[src/rtl/bsx_pkg.sv]
/*
 * Shared constants for the branch and system instruction execute unit:
 * encodings, special register selectors, APB register map and reset values.
 * Assumes 16-bit instruction halfwords with the first halfword in the low bits.
 */
package bsx_pkg;
    // APB register byte offsets
    localparam logic [7:0] BSX_ADDR_CTRL = 8'h00;
    localparam logic [7:0] BSX_ADDR_STATUS = 8'h04;
    // Control register fields
    localparam int BSX_CTRL_SLEEP_NOP = 0;
    localparam int BSX_CTRL_DEBUG_HALT_INSTR_LOCKUP = 1;
    localparam int BSX_CTRL_WAKE_PEND = 2;
    localparam logic [2:0] BSX_CTRL_RESET = 3'h0;
    // Status register fields
    localparam int BSX_STAT_EVENT = 0;
    localparam int BSX_STAT_INTERRUPT_MASK_BIT = 1;
    localparam int BSX_STAT_TBIT = 2;
    localparam int BSX_STAT_SLEEP = 3;
    localparam int BSX_STAT_LOCKUP = 4;
    localparam int BSX_STAT_FLAGS = 28;
    // Single-halfword encodings
    localparam logic [15:0] BSX_ENC_MASK_CLR = 16'hb662;
    localparam logic [15:0] BSX_ENC_MASK_SET = 16'hb672;
    localparam logic [15:0] BSX_ENC_NOP = 16'hbf00;
    localparam logic [15:0] BSX_ENC_WFE = 16'hbf20;
    localparam logic [15:0] BSX_ENC_WFI = 16'hbf30;
    localparam logic [15:0] BSX_ENC_SEV = 16'hbf40;
    localparam logic [7:0] BSX_ENC_DEBUG_HALT_INSTR = 8'hbe;
    localparam logic [7:0] BSX_ENC_SVC = 8'hdf;
    localparam logic [7:0] BSX_ENC_BXL = 8'h47;
    // Two-halfword encodings
    localparam logic [15:0] BSX_ENC_BAR_HW1 = 16'hf3bf;
    localparam logic [7:0] BSX_ENC_BAR_HW2 = 8'h8f;
    localparam logic [3:0] BSX_BAR_DSB = 4'h4;
    localparam logic [3:0] BSX_BAR_DMB = 4'h5;
    localparam logic [3:0] BSX_BAR_ISB = 4'h6;
    localparam logic [15:0] BSX_ENC_MRS_HW1 = 16'hf3ef;
    localparam logic [11:0] BSX_ENC_MSR_HW1 = 12'hf38;
    localparam logic [7:0] BSX_ENC_MSR_HW2 = 8'h88;
    // Special register selectors
    localparam logic [7:0] BSX_SYS_MSP = 8'h08;
    localparam logic [7:0] BSX_SYS_PSP = 8'h09;
    localparam logic [7:0] BSX_SYS_INTERRUPT_MASK_BIT = 8'h10;
    localparam logic [7:0] BSX_SYS_CONTROL = 8'h14;
    // Return address register index and return offsets
    localparam logic [3:0] BSX_LR_IDX = 4'he;
    localparam logic [31:0] BSX_PC_AHEAD = 32'h4;
    localparam logic [31:0] BSX_NEXT_HALF = 32'h2;
endpackage : bsx_pkg

[src/rtl/bsx_exec.sv]
/*
 * Branch and system instruction execute unit: branches, link branches,
 * mask set/clear, barriers, special register moves, hints and sleep.
 * Assumes a fetch stage presenting one decoded-width instruction with its PC,
 * a register file answering REG_IDX_O combinationally on REG_DATA_I,
 * and an APB master for the control and status registers.
 */
// Decided for this implementation: the placing of the registers and the APB slave port.
`timescale 1ns/100ps
`default_nettype none
module bsx_exec
    import bsx_pkg::*;
#(
    parameter int APB_AW = 8
) (
    input wire logic REF_CLK_I,
    input wire logic SRST_I,
    // Instruction stream
    input wire logic INSTR_VALID_I,
    input wire logic [31:0] INSTR_I,
    input wire logic [31:0] PC_I,
    output logic INSTR_READY_O,
    // Register file port
    output logic [3:0] REG_IDX_O,
    input wire logic [31:0] REG_DATA_I,
    // Flag updates from the arithmetic unit, and the exception number for special register reads
    input wire logic FLAGS_WE_I,
    input wire logic [3:0] FLAGS_I,
    input wire logic [5:0] EXC_NUM_I,
    // System inputs
    input wire logic MEM_IDLE_I,
    input wire logic DEBUGGER_I,
    input wire logic DBG_EN_I,
    input wire logic DBG_REQ_I,
    input wire logic EXC_REQ_I,
    input wire logic PEND_NEW_I,
    input wire logic PEND_PREEMPT_I,
    input wire logic EXT_EVENT_I,
    // Results
    output logic BRANCH_O,
    output logic [31:0] TARGET_O,
    output logic RD_WE_O,
    output logic [3:0] RD_IDX_O,
    output logic [31:0] RD_DATA_O,
    output logic FATAL_FAULT_O,
    output logic SVC_O,
    output logic DEBUG_HALT_O,
    output logic LOCKUP_O,
    output logic FLUSH_O,
    output logic EVENT_OUT_O,
    output logic SLEEP_O,
    output logic [3:0] FLAGS_O,
    output logic INTERRUPT_MASK_BIT_O,
    output logic TBIT_O,
    // APB slave
    input wire logic PSEL,
    input wire logic PENABLE,
    input wire logic PWRITE,
    input wire logic [APB_AW-1:0] PADDR,
    input wire logic [31:0] PWDATA,
    output logic [31:0] PRDATA,
    output logic PREADY,
    output logic PSLVERR
);
    // The register map needs at least a byte-addressed word pair
    if (APB_AW < 3 || APB_AW > 8) begin : g_aw_check
        $error("APB_AW must lie between 3 and 8");
    end

    typedef enum logic [2:0] {BSX_IDLE, BSX_MEMWAIT, BSX_SLEEP_EVT, BSX_SLEEP_INT,
                              BSX_LOCK} bsx_state_t;

    typedef struct packed {
        bsx_state_t st;
        logic evt;
        logic interrupt_mask_bit;
        logic tbit;
        logic [3:0] flags;
        logic spsel;
        logic [31:0] msp;
        logic [31:0] psp;
        logic [2:0] ctrl;
        logic isb_pend;
        logic branch;
        logic [31:0] target;
        logic rd_we;
        logic [3:0] rd_idx;
        logic [31:0] rd_data;
        logic fault;
        logic supervisor_call;
        logic halt;
        logic flush;
        logic send_event;
        logic [31:0] prdata;
        logic pslverr;
    } bsx_regs_t;

    bsx_regs_t r;
    bsx_regs_t next_r;

    logic [15:0] hw1;
    logic [15:0] hw2;
    logic accept;
    logic is_bcond, is_b, is_bl, is_bxl, is_debug_halt_instr, is_svc, is_mrs, is_msr, is_bar;
    logic [31:0] off_cond, off_b, off_bl, pc_ahead;
    logic bl_s;
    logic [7:0] sysm;
    logic [31:0] spec_val;
    logic [7:0] apb_off;
    logic apb_hit;

    // Condition check on N Z C V; only the conditional branch calls it
    function automatic logic bsx_cond(input logic [3:0] c, input logic [3:0] f);
        logic res;
        res = 1'b0;
        unique case (c[3:1])
            3'h0: res = f[2];
            3'h1: res = f[1];
            3'h2: res = f[3];
            3'h3: res = f[0];
            3'h4: res = f[1] & ~f[2];
            3'h5: res = f[3] == f[0];
            3'h6: res = ~f[2] & (f[3] == f[0]);
            3'h7: res = 1'b1;
        endcase
        return res ^ c[0];
    endfunction : bsx_cond

    // Decode of the instruction word
    assign hw1 = INSTR_I[15:0];
    assign hw2 = INSTR_I[31:16];
    assign INSTR_READY_O = (r.st == BSX_IDLE);
    assign accept = INSTR_VALID_I & INSTR_READY_O;
    assign is_bcond = (hw1[15:12] == 4'hd) && (hw1[11:9] != 3'h7);
    assign is_b = (hw1[15:11] == 5'h1c);
    assign is_bl = (hw1[15:11] == 5'h1e) && (hw2[15:14] == 2'h3) && hw2[12];
    assign is_bxl = (hw1[15:8] == BSX_ENC_BXL) && (hw1[2:0] == 3'h0);
    assign is_debug_halt_instr = (hw1[15:8] == BSX_ENC_DEBUG_HALT_INSTR);
    assign is_svc = (hw1[15:8] == BSX_ENC_SVC);
    assign is_mrs = (hw1 == BSX_ENC_MRS_HW1) && (hw2[15:12] == 4'h8);
    assign is_msr = (hw1[15:4] == BSX_ENC_MSR_HW1) && (hw2[15:8] == BSX_ENC_MSR_HW2);
    assign is_bar = (hw1 == BSX_ENC_BAR_HW1) && (hw2[15:8] == BSX_ENC_BAR_HW2);
    assign sysm = hw2[7:0];
    assign REG_IDX_O = is_msr ? hw1[3:0] : hw1[6:3];

    assign off_cond = {{23{hw1[7]}}, hw1[7:0], 1'b0};
    assign off_b = {{20{hw1[10]}}, hw1[10:0], 1'b0};
    assign bl_s = hw1[10];
    assign off_bl = {{7{bl_s}}, bl_s, ~(hw2[13] ^ bl_s), ~(hw2[11] ^ bl_s), hw1[9:0],
                     hw2[10:0], 1'b0};
    assign pc_ahead = PC_I + BSX_PC_AHEAD;

    // special register read value; the state view reads as zero
    always_comb begin
        spec_val = 32'h0;
        if (sysm[7:3] == 5'h0) begin
            spec_val[31:28] = sysm[2] ? 4'h0 : r.flags;
            spec_val[5:0] = sysm[0] ? EXC_NUM_I : 6'h0;
        end else if (sysm == BSX_SYS_MSP) begin
            spec_val = r.msp;
        end else if (sysm == BSX_SYS_PSP) begin
            spec_val = r.psp;
        end else if (sysm == BSX_SYS_INTERRUPT_MASK_BIT) begin
            spec_val = {31'h0, r.interrupt_mask_bit};
        end else if (sysm == BSX_SYS_CONTROL) begin
            spec_val = {30'h0, r.spsel, 1'b0};
        end
    end

    assign apb_off = 8'(PADDR);
    assign apb_hit = (apb_off == BSX_ADDR_CTRL) || (apb_off == BSX_ADDR_STATUS);

    // Next-state logic for the whole unit
    always_comb begin
        next_r = r;
        next_r.branch = 1'b0;
        next_r.rd_we = 1'b0;
        next_r.fault = 1'b0;
        next_r.supervisor_call = 1'b0;
        next_r.halt = 1'b0;
        next_r.flush = 1'b0;
        next_r.send_event = 1'b0;
        // Arithmetic flag writes; branch paths below never touch flags
        if (FLAGS_WE_I) begin
            next_r.flags = FLAGS_I;
        end
        unique case (r.st)
            BSX_IDLE: begin
                if (accept) begin
                    if (is_bcond) begin
                        if (bsx_cond(hw1[11:8], r.flags)) begin
                            next_r.branch = 1'b1;
                            next_r.target = pc_ahead + off_cond;
                        end
                    end else if (is_b) begin
                        next_r.branch = 1'b1;
                        next_r.target = pc_ahead + off_b;
                    end else if (is_bl) begin
                        next_r.branch = 1'b1;
                        next_r.target = pc_ahead + off_bl;
                        next_r.rd_we = 1'b1;
                        next_r.rd_idx = BSX_LR_IDX;
                        next_r.rd_data = pc_ahead | 32'h1;
                    end else if (is_bxl) begin
                        next_r.tbit = REG_DATA_I[0];
                        next_r.target = {REG_DATA_I[31:1], 1'b0};
                        if (!REG_DATA_I[0]) begin
                            next_r.fault = 1'b1;
                        end else begin
                            next_r.branch = 1'b1;
                            next_r.rd_we = hw1[7];
                            next_r.rd_idx = BSX_LR_IDX;
                            next_r.rd_data = (PC_I + BSX_NEXT_HALF) | 32'h1;
                        end
                    end else if (is_debug_halt_instr) begin
                        if (DEBUGGER_I) begin
                            next_r.halt = 1'b1;
                        end else if (r.ctrl[BSX_CTRL_DEBUG_HALT_INSTR_LOCKUP]) begin
                            next_r.st = BSX_LOCK;
                        end else begin
                            next_r.fault = 1'b1;
                        end
                    end else if (is_svc) begin
                        next_r.supervisor_call = 1'b1;
                    end else if (hw1 == BSX_ENC_MASK_SET) begin
                        next_r.interrupt_mask_bit = 1'b1;
                    end else if (hw1 == BSX_ENC_MASK_CLR) begin
                        next_r.interrupt_mask_bit = 1'b0;
                    end else if (is_bar) begin
                        if (hw2[7:4] == BSX_BAR_DSB || hw2[7:4] == BSX_BAR_DMB) begin
                            next_r.st = BSX_MEMWAIT;
                        end else if (hw2[7:4] == BSX_BAR_ISB) begin
                            next_r.flush = 1'b1;
                        end
                    end else if (is_mrs) begin
                        next_r.rd_we = 1'b1;
                        next_r.rd_idx = hw2[11:8];
                        next_r.rd_data = spec_val;
                    end else if (is_msr) begin
                        if (sysm[7:3] == 5'h0 && !sysm[2]) begin
                            next_r.flags = REG_DATA_I[31:28];
                        end else if (sysm == BSX_SYS_MSP) begin
                            next_r.msp = {REG_DATA_I[31:2], 2'h0};
                        end else if (sysm == BSX_SYS_PSP) begin
                            next_r.psp = {REG_DATA_I[31:2], 2'h0};
                        end else if (sysm == BSX_SYS_INTERRUPT_MASK_BIT) begin
                            next_r.interrupt_mask_bit = REG_DATA_I[0];
                        end else if (sysm == BSX_SYS_CONTROL) begin
                            next_r.spsel = REG_DATA_I[1];
                        end
                    end else if (hw1 == BSX_ENC_SEV) begin
                        next_r.send_event = 1'b1;
                    end else if (hw1 == BSX_ENC_WFE) begin
                        if (!r.ctrl[BSX_CTRL_SLEEP_NOP] && !r.evt) begin
                            next_r.st = BSX_SLEEP_EVT;
                        end
                    end else if (hw1 == BSX_ENC_WFI) begin
                        if (!r.ctrl[BSX_CTRL_SLEEP_NOP]) begin
                            next_r.st = BSX_SLEEP_INT;
                        end
                    end
                    // no-operation and unknown words simply retire
                end
            end
            BSX_MEMWAIT: begin
                // hold later instructions until accesses complete
                if (MEM_IDLE_I) begin
                    next_r.st = BSX_IDLE;
                end
            end
            BSX_SLEEP_EVT: begin
                if (EXC_REQ_I || (PEND_NEW_I && r.ctrl[BSX_CTRL_WAKE_PEND])
                    || (DBG_REQ_I && DBG_EN_I) || EXT_EVENT_I) begin
                    next_r.st = BSX_IDLE;
                end
            end
            BSX_SLEEP_INT: begin
                if (EXC_REQ_I || PEND_PREEMPT_I || DBG_REQ_I) begin
                    next_r.st = BSX_IDLE;
                end
            end
            BSX_LOCK: begin
                next_r.st = BSX_LOCK;
            end
        endcase
        // event flop: set wins over the clear by a completing wait
        if (accept && hw1 == BSX_ENC_WFE && r.evt) begin
            next_r.evt = 1'b0;
        end
        if ((accept && hw1 == BSX_ENC_SEV) || (EXT_EVENT_I && r.st != BSX_SLEEP_EVT)) begin
            next_r.evt = 1'b1;
        end
        // APB: read data latched in setup, write taken in access phase
        if (PSEL && !PENABLE) begin
            next_r.pslverr = !apb_hit;
            next_r.prdata = 32'h0;
            if (apb_off == BSX_ADDR_CTRL) begin
                next_r.prdata = {29'h0, r.ctrl};
            end else if (apb_off == BSX_ADDR_STATUS) begin
                next_r.prdata[BSX_STAT_EVENT] = r.evt;
                next_r.prdata[BSX_STAT_INTERRUPT_MASK_BIT] = r.interrupt_mask_bit;
                next_r.prdata[BSX_STAT_TBIT] = r.tbit;
                next_r.prdata[BSX_STAT_SLEEP] = (r.st == BSX_SLEEP_EVT)
                                                 || (r.st == BSX_SLEEP_INT);
                next_r.prdata[BSX_STAT_LOCKUP] = (r.st == BSX_LOCK);
                next_r.prdata[BSX_STAT_FLAGS +: 4] = r.flags;
            end
        end
        if (PSEL && PENABLE && PWRITE && apb_off == BSX_ADDR_CTRL) begin
            next_r.ctrl = PWDATA[2:0];
        end
    end

    // State register, synchronous reset
    always_ff @(posedge REF_CLK_I) begin
        if (SRST_I) begin
            r <= '0;
            r.st <= BSX_IDLE;
            r.tbit <= 1'b1;
            r.ctrl <= BSX_CTRL_RESET;
        end else begin
            r <= next_r;
        end
    end

    // Output drive, all from flops except the handshake
    assign BRANCH_O = r.branch;
    assign TARGET_O = r.target;
    assign RD_WE_O = r.rd_we;
    assign RD_IDX_O = r.rd_idx;
    assign RD_DATA_O = r.rd_data;
    assign FATAL_FAULT_O = r.fault;
    assign SVC_O = r.supervisor_call;
    assign DEBUG_HALT_O = r.halt;
    assign LOCKUP_O = (r.st == BSX_LOCK);
    assign FLUSH_O = r.flush | r.branch;
    assign EVENT_OUT_O = r.send_event;
    assign SLEEP_O = (r.st == BSX_SLEEP_EVT) || (r.st == BSX_SLEEP_INT);
    assign FLAGS_O = r.flags;
    assign INTERRUPT_MASK_BIT_O = r.interrupt_mask_bit;
    assign TBIT_O = r.tbit;
    assign PRDATA = r.prdata;
    assign PREADY = 1'b1;
    assign PSLVERR = r.pslverr & PSEL & PENABLE;
endmodule : bsx_exec
`default_nettype wire

[config.mk]
export PLATFORM = sky130hd
export DESIGN_NAME = bsx_exec
export DESIGN_NICKNAME = d
export VERILOG_FILES = /design/src/rtl/bsx_pkg.sv /design/src/rtl/bsx_exec.sv
export SDC_FILE = /design/constraint.sdc
export NUM_CORES = 1
export LEC_CHECK = 0
export ABC_CLOCK_PERIOD_IN_PS = 4500
export BUFFER_PORTS_ARGS = -buffer_cell sky130_fd_sc_hd__buf_2
export CAP_MARGIN = 10
export CORE_ASPECT_RATIO = 1.5
export CORE_MARGIN = 2
export CORE_UTILIZATION = 30
export DETAILED_ROUTE_END_ITERATION = 7
export GPL_TIMING_DRIVEN = 0
export MAX_ROUTING_LAYER = met4
export PLACE_DENSITY_LB_ADDON = 0.12
export SLEW_MARGIN = 20
export SYNTH_ARGS = -nofsm -noshare
export SYNTH_HDL_FRONTEND = slang
export SYNTH_SLANG_ARGS = --single-unit
[constraint.sdc]
create_clock -name REF_CLK_I -period 4.5 [get_ports REF_CLK_I]
set_input_delay 0.45 -clock REF_CLK_I [delete_from_list [all_inputs] [get_ports REF_CLK_I]]
set_output_delay 0.45 -clock REF_CLK_I [all_outputs]
set_load 0.02 [all_outputs]
==> impl_results.md, run 1 <==
* Storage element area at around 3200 um2
* TritonCTS clock tree: built
* Buf/Inv on CP at 3
* Residual DRC at 0
* Seq/Total Area, Yosys at a little under a quarter
* Total gr overflow at 0
* Hold_ws at roughly 220 ps
* Pwr Density at between 200 and 300 nW/um2
* Commonest register cell after synthesis: dfxtp_1
* Layout area overhead at 20.7%
* Syn Area/Cell at roughly 7.4 um2
* CP Data Arrival Time at around 4700 ps
* CP max stage cell: a221oi_1
* Final setup fails at 0
* Buffers on Ports at between 200 and 250
* Avg WL per Cell at around 25 um
* Die Y at around 270 um
* Reg-to-reg endpoint: TARGET_O[14]$_SDFFE_PP0P_
* Achievable Freq at 226 MHz
* Cts hold-fix bufs at 0
* Antenna violations before repair at 1
* Post-synth EDFFs at 0
* First-pass GRT wire length at between 90,000 and 100,000 um
* Fillers at between 5,000 and 6,000
* Worst setup endpoint: TARGET_O[29]$_SDFFE_PP0P_
* Vias per cell at approximately 5.7
* RSZ-0062 raised after global routing: true
* Fin nets at between 2,000 and 2,500
* Cts bufs inserted at 17
* #FFs+latches synth at between 150 and 200
* CP endpoint kind: flip-flop
* # rows at 96
* Worst vdd ir at between 0.2 and 0.3 mV
* DR pass1 iterations at 5
* Drt total wl at about 70,000 um
* Initial DRC count at 1,064
* Tcrit/Tclk final at 98.2%
* Synthesized netlist cell count at 1,888
* Yosys cell types at about 90
* GRT Total Usage at 29.0%
* Die span in x at approximately 180 um
* Final Slew Violations at 0
* Worst skew pair latency at ~470 ps
* CP Cell Sequence: buf_2, ha_1, nand4_1, buf_4, nor3_4, buf_4, xor2_2, ha_1, a21o_1, a21o_1, a221oi_1, o221a_2, a31o_2, or4_1, a31oi_1, a2111oi_1, a211oi_2
* Maximum buffer depth of the clock tree at 2
* Share of cells above drive strength 1 at roughly 22%
* Final hold violation count at 0
* CP top delay family: compound AO/OA/AOI/OAI gates
* Worst setup SP type: primary input
* Pin count of the biggest net entering global routing at 29
* Req. time, crit path at 4820 ps
* DP Wirelength at ~57,000 um
* Worst Hold Class: primary input to flip-flop
* Post-route core utilization at 36.8%
* ANT nets after route at 0
* CTS H-tree depth at 4
* Leak Pwr at 7.05 nW
* Reg2reg setup slack at approximately 860 ps
* Yosys warning count at 0
* R2r startpoint: FLAGS_O[3]$_SDFF_PP0_
* Clock sink count at between 150 and 200
* MaxCap Viol Count at 0
* Slew @ Worst Pin at roughly 1200 ps
* Gpl congestion at just over 1
* DR vias at approximately 16,000
* Most frequent cells in the layout: nand2_1, buf_2, nor2_1, a21oi_1, dfxtp_1
* Vias in the first global route at roughly 15,000
* Commonest non-fill, non-tap cell in the layout: nand2_1
* Asr flop ratio synth at 0%
* Outcome: finished clean
* Slew margin rel. at 22.1%
* Area occupied by multi-input gates at 9860 um2
* Root Buffer: clkbuf_16
* Post-synthesis cell area at 14,000 um2
* Core area at between 40,000 and 50,000 um2
* Die ar. at roughly 48,000 um2
* Setup crit start: PC_I[2]
* Clk slew on worst S/H paths at 80 ps
* Crit path time final at roughly 4400 ps
* Worst Reg-to-Reg Cells at 12
* Crit path largest cell delay at about 520 ps
* Worst path depth at 17
* Maximum fanout along the worst path at 6
* Initial Util at a little under a third
* Clock skew at a little over 20 ps
* # IOs at roughly 280
* Crit Path Category: primary input to flip-flop
registers in the layout, summed over array words and instances (netlist names):
signal,cells
RD_DATA_O,32
FLAGS_O,4
TARGET_O,32
RD_IDX_O,4
BRANCH_O,1
r,70
PRDATA,9
EVENT_OUT_O,1
RD_WE_O,1
INTERRUPT_MASK_BIT_O,1
SVC_O,1
DEBUG_HALT_O,1
FATAL_FAULT_O,1
TBIT_O,1
cell families after synthesis:
group | synth area share, %
xor gates and xnor gates | 6.67
muxes | 3.42
buffers and inverters | 9.57
DFF | 22.8
adders and majority gates | 7.54
AOI/OAI and AO/OA | 25.4
and+or+nand+nor | 24.5
other | 0.0537
what timing repair did:
item,4_1_cts,5_1_grt
buffers inserted,4,4
pin swaps,6,5
gates cloned,0,0
endpoints found under the setup margin,11,15
resized for setup,25,36
worst min-delay path: cells and delay by family:
family | cells | cell delay (ps)
buffers and inverters | 1 | 70
AND/OR/NAND/NOR | 1 | 80
multiplexers | 1 | 50
synthesized netlist by cell type, types with 6 or more instances:
library cell	instances	share of area, %
and2_1	6	0.27
nor3_1	52	1.9
a211o_1	6	0.38
o21bai_1	9	0.48
and3_1	36	1.6
a221oi_1	18	1.1
o22ai_1	15	0.67
nor4_1	16	0.72
nor2_1	195	5.2
a21o_1	34	1.8
a22o_1	10	0.63
a31oi_1	17	0.76
inv_1	24	0.64
nand3_1	49	1.8
and4_1	10	0.63
xor2_1	44	2.8
nor2b_1	10	0.45
buf_2	15	0.54
nand4_1	29	1.3
buf_4	111	6.0
or2_2	10	0.45
xnor2_1	52	3.3
nand2b_1	18	0.81
clkbuf_1	82	2.2
a22oi_1	26	1.4
a311oi_1	27	1.7
mux2i_1	41	2.9
a211oi_1	35	1.9
a21oi_1	172	6.2
nand2_1	250	6.7
ha_1	81	7.3
o21ai_0	73	2.6
dfxtp_1	159	23
o211ai_1	12	0.64
or3_1	10	0.45
o21a_1	16	0.86
mux2_2	6	0.48
power breakdown:
group	total, mW	internal (mW)	switching, mW
Clock	1.59	0.854	0.740
Sequential	1.46	1.43	0.0266
Combinational	1.35	0.491	0.863
stage by stage:
stage | setup slack [ps] | power (mW) | setup TNS, ps | cells | area (um2)
3_3_place_gp | -1520 | 2.78 | -27000 | 2713 | 15900
4_1_cts | 0.755 | 4.39 | 0 | 2750 | 16700
5_1_grt | -42.5 | 4.59 | -42.5 | 2752 | 16900
3_5_place_dp | -1220 | 2.79 | -18620 | 2715 | 15900
2_1_floorplan | 153 | 2.34 | 0 | 1910 | 14100
6_report | 79.1 | 4.41 | 0 | 2752 | 16900
area by class of cell:
type / instances / share of cell area (%)
clock buffer: 18 / 2.60
sequential: 159 / 18.9
tap: 588 / 4.36
inverter: 24 / 0.534
antenna: 1 / 0.0148
multi-input combinational: 1513 / 58.5
clock inverter: 14 / 1.00
timing repair buffer: 225 / 6.81
buffer: 210 / 7.35
metal layers:
metal | global-route usage [%] | wire, um | vias up
met3 | 2.82 | 3180 | 171
met4 | 16.0 | 3940 | 0
li1 | - | - | 7273
met2 | 51.2 | 35600 | 604
met5 | - | 0 | -
met1 | 32.0 | 27300 | 7518
worst min path at each step:
stage / from / to / slack (ps) / depth (start not counted)
3_3_place_gp: r[172]$_SDFFE_PP0P_ / r[172]$_SDFFE_PP0P_ / 440 / 2
3_5_place_dp: r[156]$_SDFFE_PP0P_ / r[156]$_SDFFE_PP0P_ / 450 / 2
2_1_floorplan: TARGET_O[0]$_SDFFE_PP0P_ / TARGET_O[0]$_SDFFE_PP0P_ / 430 / 2
5_1_grt: INSTR_I[23] / r[34]$_SDFF_PP0_ / 220 / 2
4_1_cts: PWDATA[2] / r[111]$_SDFFE_PP0P_ / 200 / 3
6_report: PWDATA[2] / r[111]$_SDFFE_PP0P_ / 220 / 3
No activity file was read; power rests on OpenSTA's default activity.
==> run 2, diff against run 1 <==
CTS_BUF_LIST = sky130_fd_sc_hd__clkbuf_8   (was not set)
GPL_TIMING_DRIVEN = 1   (was 0)
==> impl_results.md, run 2 (same netlist as run 1, synthesis figures left out) <==
* Core area at 45,900 um2 (unchanged)
* Vias per cell at 5.45 (was 5.66)
* Die span in x at 180 um (unchanged)
* Tcrit/Tclk final at 91.5% (was 98.2%)
* Share of cells above drive strength 1 at 23.3% (was 21.8%)
* Hold path cells at 3 (unchanged)
* Residual DRC at 0 (unchanged)
* Achievable Freq at 243 MHz (was 226 MHz)
* Crit path time final at 4120 ps (was 4420 ps)
* Clk slew on worst S/H paths at 110 ps (was 80 ps)
* Final worst slack at 382 ps (was 79.1 ps)
* Final Slew Violations at 0 (unchanged)
* Reg2reg setup slack at 1460 ps (was 860 ps)
* CP max stage cell: or4b_4 (was a221oi_1)
* DR vias at 15,000 (was 15,600)
* Initial Util at 30.5% (unchanged)
* Layout area overhead at 19.1% (was 20.7%)
* Total gr overflow at 0 (unchanged)
* Pin count of the biggest net entering global routing at 67 (was 29)
* Antenna violations before repair at 7 (was 1)
* Root Buffer: clkbuf_8 (was clkbuf_16)
* Crit Path Category: primary input to flip-flop (unchanged)
* Final Power at 4.04 mW (was 4.41 mW)
* Final setup fails at 0 (unchanged)
* DP Wirelength at 50,400 um (was 56,800 um)
* # IOs at 283 (unchanged)
* Post-CTS Setup Repair Bufs at 0 (was 4)
* Most frequent cells in the layout: nand2_1, buf_2, buf_4, nor2_1, a21oi_1 (was nand2_1, buf_2, nor2_1, a21oi_1, dfxtp_1)
* Vias in the first global route at 14,700 (was 15,000)
* Worst Hold Class: primary input to flip-flop (unchanged)
* Crit path largest cell delay at 530 ps (was 520 ps)
* Worst setup SP type: primary input (unchanged)
* Worst skew pair latency at 520 ps (was 470 ps)
* Worst vdd ir at 0.167 mV (was 0.276 mV)
* Pwr Density at 243 nW/um2 (was 261 nW/um2)
* Register with the most flip-flops: r (unchanged)
* Dpl ws at -190 ps (was -1220 ps)
* Drt total wl at 62,800 um (was 70,000 um)
* CP Cell Sequence: buf_2, and3_1, or4b_4, nor2_1, nand3_1, xnor2_1, buf_4, buf_4, ha_1, o21ai_0, o21a_1, a21oi_1, nor3_1, a2111oi_1, buf_4, or2_1, nor4_1, nor4_1, buf_4, a21oi_1 (was buf_2, ha_1, nand4_1, buf_4, nor3_4, buf_4, xor2_2, ha_1, a21o_1, a21o_1, a221oi_1, o221a_2, a31o_2, or4_1, a31oi_1, a2111oi_1, a211oi_2)
* CP endpoint kind: flip-flop (unchanged)
* CP top delay family: simple AND/OR/NAND/NOR gates (was compound AO/OA/AOI/OAI gates)
* Hold path endpoint: r[111]$_SDFFE_PP0P_ (unchanged)
* ANT nets after route at 0 (unchanged)
* First-pass GRT wire length at 92,100 um (was 100,000 um)
* MaxCap Viol Count at 0 (unchanged)
* Avg WL per Cell at 22.8 um (was 25.4 um)
* GRT Total Usage at 26.0% (was 29.0%)
* Worst Reg-to-Reg Cells at 13 (was 12)
* Commonest non-fill, non-tap cell in the layout: nand2_1 (unchanged)
* Placed Cells incl. Taps at 2,711 (was 2,715)
* TritonCTS clock tree: built (unchanged)
* Largest register FFs at 70 (unchanged)
* CP Data Arrival Time at 4510 ps (was 4740 ps)
* R2r startpoint: FLAGS_O[3]$_SDFF_PP0_ (unchanged)
* Fin cells at 2,750 (was 2,752)
* Die ar. at 48,400 um2 (unchanged)
* Fin nets at 2,386 (was 2,394)
* Gpl congestion at 0.924 (was 1.02)
* Buffers on Ports at 229 (was 215)
* # rows at 96 (unchanged)
* Reg-to-reg endpoint: TARGET_O[28]$_SDFFE_PP0P_ (was TARGET_O[14]$_SDFFE_PP0P_)
* RSZ-0062 raised after global routing: false (was true)
* Maximum buffer depth of the clock tree at 2 (unchanged)
* DR pass1 iterations at 8 (was 5)
* Outcome: finished clean (unchanged)
* Final hold violation count at 0 (unchanged)
* Buf/Inv on CP at 5 (was 3)
* Cts bufs inserted at 17 (unchanged)
* Clock sink count at 159 (unchanged)
* Req. time, crit path at 4890 ps (was 4820 ps)
* Initial DRC count at 1,191 (was 1,064)
* Hold Path Origin: PWDATA[2] (unchanged)
* Slew margin rel. at 33.7% (was 22.1%)
* Setup crit start: PC_I[2] (unchanged)
* Leak Pwr at 7.07 nW (was 7.05 nW)
* Maximum fanout along the worst path at 5 (was 6)
* Slew @ Worst Pin at 991 ps (was 1160 ps)
* Post-cts resize count at 0 (was 25)
* Cts hold-fix bufs at 0 (unchanged)
* Clock skew at 33.6 ps (was 20.6 ps)
* Die Y at 268 um (unchanged)
* CTS H-tree depth at 4 (unchanged)
* Setup TNS at 0 ps (unchanged)
* Crit-path most repeated cell: buf_4
-- run 2: stage by stage --
stage / utilization (%) / cell area (um2) / hold slack, ps
after CTS: 36.2 / 16600 / 139
after detailed placement: 35.3 / 16200 / 446
after global routing: 36.3 / 16600 / 185
final: 36.3 / 16600 / 169
after floorplan: - / 14100 / 432
after global placement: 35.3 / 16200 / 441
-- run 2: worst max path at each step --
stage | end | slack (ps) | cells past startpoint
final | TARGET_O[28]$_SDFFE_PP0P_ | 380 | 20
after floorplan | TARGET_O[31]$_SDFFE_PP0P_ | 150 | 16
after CTS | TARGET_O[28]$_SDFFE_PP0P_ | 340 | 20
after global placement | TARGET_O[28]$_SDFFE_PP0P_ | -160 | 20
after detailed placement | TARGET_O[28]$_SDFFE_PP0P_ | -190 | 20
after global routing | TARGET_O[26]$_SDFFE_PP0P_ | 40 | 19
-- run 2: layout make-up --
type                    count  area [um2]
fillers                  5027       29200
multi-input cells        1513        9550
flip-flops and latches    159        3180
repair buffers            427        2650
well taps                 588         736
clock buffers              17         234
clock inverters            15         178
inverters                  24        90.1
diodes                      7        17.5
-- run 2: metal layers --
layer | up-vias | global-route usage [%] | part of all wire, %
met2 | 485 | 46.0 | 50
met4 | 0 | 10.1 | 3.7
li1 | 7263 | - | -
met5 | - | - | 0
met1 | 7143 | 30.4 | 42
met3 | 105 | 2.59 | 4.3
-- run 2: worst register-to-register path: stages (launching register included) --
cell and delay [ps]:
dfxtp_1 540, nor2_1 80, o21ai_0 150, o31a_1 150, o2111ai_1 110, o21ai_1 200
buf_4 230, mux2i_1 260, nand3_1 160, buf_4 270, buf_4 210, nor4_1 360
buf_4 170, a21oi_1 50
-- run 2: report_power, final --
group,leakage [nW],switching [mW],internal (mW)
logic,5.58,0.827,0.550
registers,1.28,0.0250,1.43
clock network,0.208,0.694,0.512
total,7.07,1.55,2.49
